`src/rtl/ued_pkg.sv`:
```
// Package: shared types and constants for the endpoint receive DMA block
`default_nettype none
package ued_pkg;
	localparam int DATA_W = 32;
	localparam int SIZE_W = 16;
	localparam int PKT_W = 11;
	localparam logic [SIZE_W-1:0] SIZE_RST = 16'h0000;
	localparam logic [2:0] BYTES_PER_WORD = 3'h4;
	localparam logic [1:0] BUF_DEPTH = 2'h2;

	typedef enum logic [1:0] {
		UED_IDLE = 2'b00,
		UED_MOVE = 2'b01,
		UED_DONE = 2'b11
	} ued_state_t;

	typedef struct packed {
		logic [DATA_W-1:0] data;
		logic [2:0] nbytes;
		logic last;
	} ued_word_t;

	typedef struct packed {
		logic whole_transfer_mode;
		logic per_packet_mode;
		logic iso;
		logic [SIZE_W-1:0] xfer_size;
	} ued_cfg_t;
endpackage : ued_pkg
`default_nettype wire

```
`src/rtl/ued_buf2.sv`:
```
// Two-entry valid/ready buffer in the receive data path
`default_nettype none
module ued_buf2 (
	input wire logic core_clk,
	input wire logic rstn,
	input wire ued_pkg::ued_word_t in_word,
	input wire logic in_valid,
	output logic in_ready,
	output ued_pkg::ued_word_t out_word,
	output logic out_valid,
	input wire logic out_ready
);
	typedef struct packed {
		ued_pkg::ued_word_t [1:0] mem;
		logic rd;
		logic wr;
		logic [1:0] cnt;
	} ued_buf_st_t;

	ued_buf_st_t st_r;
	ued_buf_st_t st_nxt;
	logic push;
	logic pop;

	assign in_ready = (st_r.cnt != ued_pkg::BUF_DEPTH);
	assign out_valid = (st_r.cnt != 2'h0);
	assign out_word = st_r.mem[st_r.rd];
	assign push = in_valid && in_ready;
	assign pop = out_valid && out_ready;

	always_comb begin
		st_nxt = st_r;
		if (push) begin
			st_nxt.mem[st_r.wr] = in_word;
			st_nxt.wr = ~st_r.wr;
		end
		if (pop) begin
			st_nxt.rd = ~st_r.rd;
		end
		case ({push, pop})
			2'b10: st_nxt.cnt = st_r.cnt + 2'h1;
			2'b01: st_nxt.cnt = st_r.cnt - 2'h1;
			default: st_nxt.cnt = st_r.cnt;
		endcase
	end

	always_ff @(posedge core_clk) begin
		if (!rstn) begin
			st_r <= '0;
		end else begin
			st_r <= st_nxt;
		end
	end
endmodule : ued_buf2
`default_nettype wire

```
`src/rtl/ued_rx_dma.sv`:
```
// Endpoint receive DMA: buffer to memory with per-transfer or per-packet interrupt
// Functional notes
// - A new transfer into an empty receive buffer is accepted and moved to memory.
// - A running transfer keeps the size latched at its start despite later rewrites.
// - Whole-transfer mode raises one interrupt only when the whole transfer ends.
// - Per-packet mode raises one interrupt for every packet.
// - Isochronous endpoints interrupt on every packet with no batching option.
`default_nettype none
module ued_rx_dma (
	input wire logic core_clk,
	input wire logic rstn,
	input wire ued_pkg::ued_cfg_t cfg,
	input wire ued_pkg::ued_word_t rx_word,
	input wire logic rx_valid,
	output logic rx_ready,
	input wire logic [ued_pkg::PKT_W-1:0] max_pkt,
	output ued_pkg::ued_word_t mem_word,
	output logic mem_valid,
	input wire logic mem_ready,
	output logic xfer_irq,
	output logic busy,
	output logic [ued_pkg::SIZE_W-1:0] byte_count
);
	typedef struct packed {
		ued_pkg::ued_state_t state;
		logic [ued_pkg::SIZE_W-1:0] size;
		logic [ued_pkg::SIZE_W-1:0] count;
		logic [ued_pkg::PKT_W-1:0] pkt_cnt;
		logic batch;
		logic irq;
		ued_pkg::ued_word_t out;
		logic out_v;
	} ued_st_t;

	ued_st_t st_r;
	ued_st_t st_nxt;
	ued_pkg::ued_word_t b_word;
	logic b_valid;
	logic b_ready;
	logic take;
	logic [ued_pkg::SIZE_W-1:0] cnt_add;
	logic [ued_pkg::PKT_W-1:0] pkt_add;
	logic short_pkt;
	logic pkt_end;

	// Stalls toward the source come from this buffer, so no word is lost
	ued_buf2 u_buf (
		.core_clk(core_clk),
		.rstn(rstn),
		.in_word(rx_word),
		.in_valid(rx_valid),
		.in_ready(rx_ready),
		.out_word(b_word),
		.out_valid(b_valid),
		.out_ready(b_ready)
	);

	// Output stage takes a word when empty or draining, except in the done cycle
	assign b_ready = (st_r.state != ued_pkg::UED_DONE) && (!st_r.out_v || mem_ready);
	assign take = b_valid && b_ready;
	assign cnt_add = st_r.count + {{(ued_pkg::SIZE_W-3){1'b0}}, b_word.nbytes};
	assign pkt_add = st_r.pkt_cnt + {{(ued_pkg::PKT_W-3){1'b0}}, b_word.nbytes};
	assign pkt_end = b_word.last;
	// A packet below max size ends the transfer early
	assign short_pkt = pkt_end && (pkt_add < max_pkt);

	assign mem_word = st_r.out;
	assign mem_valid = st_r.out_v;
	assign xfer_irq = st_r.irq;
	assign busy = (st_r.state != ued_pkg::UED_IDLE);
	assign byte_count = st_r.count;

	always_comb begin
		st_nxt = st_r;
		st_nxt.irq = 1'b0;
		if (st_r.out_v && mem_ready) begin
			st_nxt.out_v = 1'b0;
		end
		if (take) begin
			st_nxt.out = b_word;
			st_nxt.out_v = 1'b1;
			st_nxt.pkt_cnt = pkt_end ? '0 : pkt_add;
		end
		case (st_r.state)
			ued_pkg::UED_IDLE: begin
				if (take) begin
					// Size and mode are latched here and held for the whole transfer
					st_nxt.size = cfg.xfer_size;
					st_nxt.batch = cfg.whole_transfer_mode && !cfg.iso;
					st_nxt.count = cnt_add;
					st_nxt.state = ued_pkg::UED_MOVE;
					if (!(cfg.whole_transfer_mode && !cfg.iso)) begin
						// Per-packet and isochronous: one interrupt per packet
						st_nxt.irq = pkt_end;
						if (pkt_end) begin
							st_nxt.state = ued_pkg::UED_DONE;
						end
					end else if (cnt_add >= cfg.xfer_size || short_pkt) begin
						st_nxt.state = ued_pkg::UED_DONE;
						st_nxt.irq = 1'b1;
					end
				end
			end
			ued_pkg::UED_MOVE: begin
				if (take) begin
					st_nxt.count = cnt_add;
					if (!st_r.batch) begin
						st_nxt.irq = pkt_end;
						if (pkt_end) begin
							st_nxt.state = ued_pkg::UED_DONE;
						end
					end else if (cnt_add >= st_r.size || short_pkt) begin
						st_nxt.state = ued_pkg::UED_DONE;
						st_nxt.irq = 1'b1;
					end
				end
			end
			ued_pkg::UED_DONE: begin
				// One cycle gap lets software reload the size before the next transfer
				st_nxt.state = ued_pkg::UED_IDLE;
				st_nxt.count = '0;
				st_nxt.pkt_cnt = '0;
			end
			default: st_nxt.state = ued_pkg::UED_IDLE;
		endcase
	end

	always_ff @(posedge core_clk) begin
		if (!rstn) begin
			st_r <= '{state: ued_pkg::UED_IDLE, size: ued_pkg::SIZE_RST, default: '0};
		end else begin
			st_r <= st_nxt;
		end
	end
endmodule : ued_rx_dma
`default_nettype wire

```
`config.mk`:
```
export PLATFORM = sky130hd
export DESIGN_NAME = ued_rx_dma
export DESIGN_NICKNAME = d
export VERILOG_FILES = /design/src/rtl/ued_pkg.sv /design/src/rtl/ued_buf2.sv /design/src/rtl/ued_rx_dma.sv
export SDC_FILE = /design/constraint.sdc
export NUM_CORES = 1
export LEC_CHECK = 0
export ABC_AREA = 0
export BUFFER_PORTS_ARGS = -buffer_cell sky130_fd_sc_hd__buf_2
export CAP_MARGIN = 10
export CORE_ASPECT_RATIO = 0.9
export CORE_MARGIN = 2
export CORE_UTILIZATION = 57
export CTS_CLUSTER_SIZE = 25
export DETAILED_ROUTE_END_ITERATION = 6
export PLACE_DENSITY_LB_ADDON = 0.3
export SETUP_SLACK_MARGIN = 0.5
export SYNTH_ARGS = -nofsm -noshare
export SYNTH_HDL_FRONTEND = slang
export SYNTH_SLANG_ARGS = --single-unit
```
`constraint.sdc`:
```
create_clock -name core_clk -period 4.7 [get_ports core_clk]
set_input_delay 0.705 -clock core_clk [delete_from_list [all_inputs] [get_ports core_clk]]
set_output_delay 0.705 -clock core_clk [all_outputs]
set_load 0.02 [all_outputs]
```
## Word-level counts from Yosys, hierarchy flattened

Cells that the tools add are included.

| word-level totals | value |
|---|---|
| register bits after elaboration | 160 |
| output and inout port bits | 56 |

| cells by class | value |
|---|---|
| $add $sub $neg | 4 |
| $lt $le $gt $ge | 6 |
| equality and inequality tests | 10 |
| muxes and demuxes | 27 |
| bitwise logic cells | 3 |
| reduce and logical (&&, ||, !) cells | 22 |

Operators by type and width:

| operator | number |
|---|---|
| $mux 36 | 3 |
| $bwmux 72 | 1 |
| $pmux 16 s3 | 1 |
| $demux 36 s1 | 1 |
| $mux 34 | 1 |
| $ge 16x16->1 | 2 |
| $add 16x3->16 | 1 |
| $mux 16 | 1 |
| $mux 2 | 7 |
| $add 11x3->11 | 1 |
| $lt 11x11->1 | 1 |
| $mux 11 | 1 |
| $mux 1 | 8 |
| $pmux 2 s2 | 2 |
| $reduce_bool 2->1 | 4 |
| $logic_and 1x1->1 | 7 |
| $ne 3x3->1 const B | 2 |
| $eq 2x1->1 const B | 2 |
| $eq 2x2->1 const B | 2 |
| $lt 1x2->1 const B | 2 |
| $ne 2x1->1 const B | 2 |
| $ne 2x2->1 const B | 2 |
| $reduce_and 4->1 | 1 |
| $logic_or 1x1->1 | 3 |
| other kinds (11) | 14 |

## Longest topological paths before layout

| logic depth | value |
|---|---|
| depth in word-level cells | 10 |
| depth in mapped cells | 16 |

## Cells and area by module

From an unflattened synthesis, not the netlist that was laid out.

| second synthesis, totals | value |
|---|---|
| cells, all modules | 962 |
| area total of the unflattened synthesis | 8705.8 µm² |

Modules (own cells, without submodules):

| module | instances | cells an instance | area an instance (µm²) |
|---|---|---|---|
| ued_rx_dma | 1 | 629 | 5323.9 |
| ued_buf2 | 1 | 333 | 3382.0 |

## Worst setup path after synthesis

Ideal clock, no wire load.

| path | value |
|---|---|
| path kind | reg2reg |
| from | register u_buf.st_r[3] (netlist name) |
| to | register st_r[83] (netlist name) |
| arrival time | 3.217 ns |
| path slack | 1.350 ns |
| stages on the path, launching flop included | 17 |
| path buffers | 1 |
| clock period less this slack | 3.350 ns |
| path through | dfxtp_1 > buf_2 > mux2i_1 > inv_1 > ha_1 > a21o_1 > a21oi_2 > nor2_1 > nand4_1 > xnor2_1 > ha_1 > a21oi_1 > o21ai_0 > a22o_1 > nor4_1 > a221o_1 > o22ai_1 |

RTL lines:

| element | line | RTL |
|---|---|---|
| from (decl) | ued_buf2.sv:20 | `ued_buf_st_t st_r;` |
| from (signal assigned) | ued_buf2.sv:51 | `st_r <= st_nxt;` |
| to (signal assigned) | ued_rx_dma.sv:132 | `st_r <= st_nxt;` |
| to (decl) | ued_rx_dma.sv:35 | `ued_st_t st_r;` |

==> summary.txt <==
outcome: finished clean
Post-Layout Cell Count: 1248
RSZ-0062 raised after global routing: false
commonest non-fill, non-tap cell in the layout: nand2_1
Main synth FF type: dfxtp_1
Setup crit end kind: register
Pint: 3070 uW
met1 Use GR: 34.1%
synth unique cells: 55
Worst VDD drop: 0.359 mV
Fin. Hold Viols: 0
crit-path cells: buf_4 > mux2_2 > ha_1 > a21oi_2 > nor2_1 > nand3_1 > xnor2_1 > ha_1 > a21oi_1 > o21ai_0 > a31oi_1 > a21oi_1 > a311oi_1 > o22ai_1
vias in the first global route: 6109
CTS tree: done
Clock Power Share: 29.4%
Reg2Reg Launch Point: u_buf.st_r[3]
Slew @ Worst Pin: 0.877 ns
setup ws final: 0.744 ns
Ys Warns: 0
Layout area overhead: 12.0%
mapped cell area: 8140 um2
Pre-antenna DRT Iters: 5
post-synth net total: 1112
Starting Density: 58.1%
fraction of layout cells with a size suffix above 1: 17.3%
crit-path max cell delay: 0.44 ns
Final Setup Violations: 0
Clock Skews: 0.00728 ns
Final Cell Area: 9110 um2
fmax: 253 MHz
initial antenna violation count: 0
WP data required: 4.97 ns
Slew Limit Fails: 0
largest net degree at the start of global routing: 54
CP Capture Point: st_r[83]
Worst slew margin: 41.2%
Die Area: 15200 um2
reg-to-reg endpoint: st_r[83]
most frequent cells in the layout: nand2_1, dfxtp_1, buf_2
crit path from: u_buf.st_r[3]
Final period util: 84.2%
GPL Wtd Cong: 0.842
Net count, final: 1162
# Post-CTS Setup Buffers: 0
switch share: 37.2%
Comb pwr share: 34.4%
placed cell areas: 8490 um2
Total GRT Usage: 24.5%
PwrDens: 537 nW/um2
Post-synth ARST share: 0%
dpl ws: 0.820 ns
vias after detailed routing: 6682
clk_lat worst skew: 0.42 ns
width of the chip: 130 um
Worst Setup Path Type: register to register
GRT met2 Usage: 38.3%
post-synthesis sequential area ratio: 39.4%
DPL Wire Length: 12.5 mm
placed cell count: 1215
post-layout min period: 3.96 ns
Fill cells: 1205
Residual DRC: 0
TritonCTS Sinks: 160
Worst R2R Path Depth: 14
Reg2Reg Setup Slack: 0.74 ns
sum of negative setup slack: 0 ns
CTS clock-pin slew for the worst setup and hold paths: 0.06 ns
GR met3 Demand/Resource: 6.61%
IO Port Bufs: 124
number of max-cap violations: 0
1st-iter DRT viols: 396
final WL: 18.3 mm
Slowest-stage cell, CP: mux2_2
CTS root buffer: clkbuf_16
Cells after Synth: 991
CTS buffer count: 17
Lkg Pwr: 0.00412 uW
synthesized flop and latch total: 160
site row count: 41
clock buffer depth: 2
CP Max Fanout: 23
syn_area_per_cell: 8.21 um2
total core area: 14000 um2
P_sw: 1820 uW
io pins: 126
crit path DAT: 4.23 ns
DRT antenna net count: 0
die height: 117 um
post-cts resize count: 0
number of hold buffers added after CTS: 0
GRT Residual Overflow: 0
Seq pwr share: 36.1%
EDFF count, synth: 0
H-tree lvl count: 4
CP Launch Type: register
Min-Delay Path Depth: 2
vias per cell: 5.35
global-route wire length before repair: 30.0 mm
Worst Hold Class: register to register
drt wl/cell: 14.7 um
busiest grt layer: met2
-- metrics by stage --
stage               total power (uW)  utilization, %  hold slack, ns
detailed placement              3480            60.6           0.446
finish                          4890            65.0           0.453
global placement                3440            60.6           0.441
global route                    5200            65.0           0.467
floorplan                       3180               -           0.433
CTS                             4920            65.0           0.455
-- cell type report --
cell class,instances,area [um2],area share [%]
clock buffers,20,467,5.12
inverters,50,188,2.06
repair buffers,134,708,7.77
clock inverters,12,154,1.69
flip-flops and latches,160,3200,35.2
multi-input cells,678,4140,45.5
well taps,193,241,2.65
diodes,1,2.50,0.0275
-- synth_stat cells, types with 7 or more instances --
cell | count | share of area [%]
nand2_1 | 234 | 11
nand4_1 | 7 | 0.54
clkbuf_1 | 28 | 1.3
mux2i_1 | 33 | 4.1
a211oi_1 | 15 | 1.4
a21oi_1 | 88 | 5.4
xnor2_1 | 19 | 2.0
buf_2 | 15 | 0.92
o21ai_0 | 22 | 1.4
nor3_1 | 7 | 0.43
buf_4 | 52 | 4.8
nor2_1 | 44 | 2.0
inv_1 | 49 | 2.3
ha_1 | 49 | 7.5
xor2_1 | 7 | 0.75
o211a_1 | 21 | 2.6
buf_1 | 8 | 0.37
nand3_1 | 23 | 1.4
dfxtp_1 | 160 | 39
a21boi_0 | 36 | 3.3
-- power groups by stage --
stage	logic, uW	clock network, uW	registers [uW]
global placement	1650	0	1790
global route	1880	1520	1800
CTS	1690	1460	1770
detailed placement	1690	0	1790
floorplan	1410	0	1760
finish	1680	1440	1770
-- state kept, by name, summed over array words and instances, names as in the netlist --
name        count
byte_count     16
mem_valid       1
mem_word       36
st_r           30
u_buf.st_r     76
xfer_irq        1
-- per-layer routing --
layer	up-vias	part of all wire, %
li1	3398	-
met1	3117	48
met2	156	45
met3	11	6.1
met4	0	0.66
met5	-	0
-- how the worst min path moves through the flow --
| stage | start | slack, ns | endpoint |
|---|---|---|---|
| after floorplan | u_buf.st_r[41] | 0.43 | u_buf.st_r[41] |
| after global placement | u_buf.st_r[44] | 0.44 | u_buf.st_r[44] |
| after detailed placement | u_buf.st_r[52] | 0.45 | u_buf.st_r[52] |
| after CTS | u_buf.st_r[52] | 0.45 | u_buf.st_r[52] |
| after global routing | st_r[78] | 0.47 | st_r[78] |
| final | u_buf.st_r[67] | 0.45 | u_buf.st_r[67] |
-- worst max-delay path, delay by kind of cell, from the launching register on --
kind                     cells  cell delay (ns)
multiplexers                 1             0.44
AO/OA/AOI/OAI                7             1.15
AND/OR/NAND/NOR              2             0.45
XOR/XNOR                     1             0.38
buffers and inverters        1             0.39
flip-flops                   1             0.34
adder cells (fa/ha/maj)      2             0.67
-- cells by family (layout without fill, tap and decap cells) --
kind of cell	count (synthesis)	count (layout)	share of synthesized area, %
simple gates	352	352	18.6
compound gates	212	212	16.9
flops	160	160	39.4
buf+inv	153	216	9.69
fa+ha+maj	51	51	8.03
mux	37	37	4.64
xor+xnor	26	26	2.80
other cells	0	1	0
Note: power is estimated with default switching activity, not from simulation.
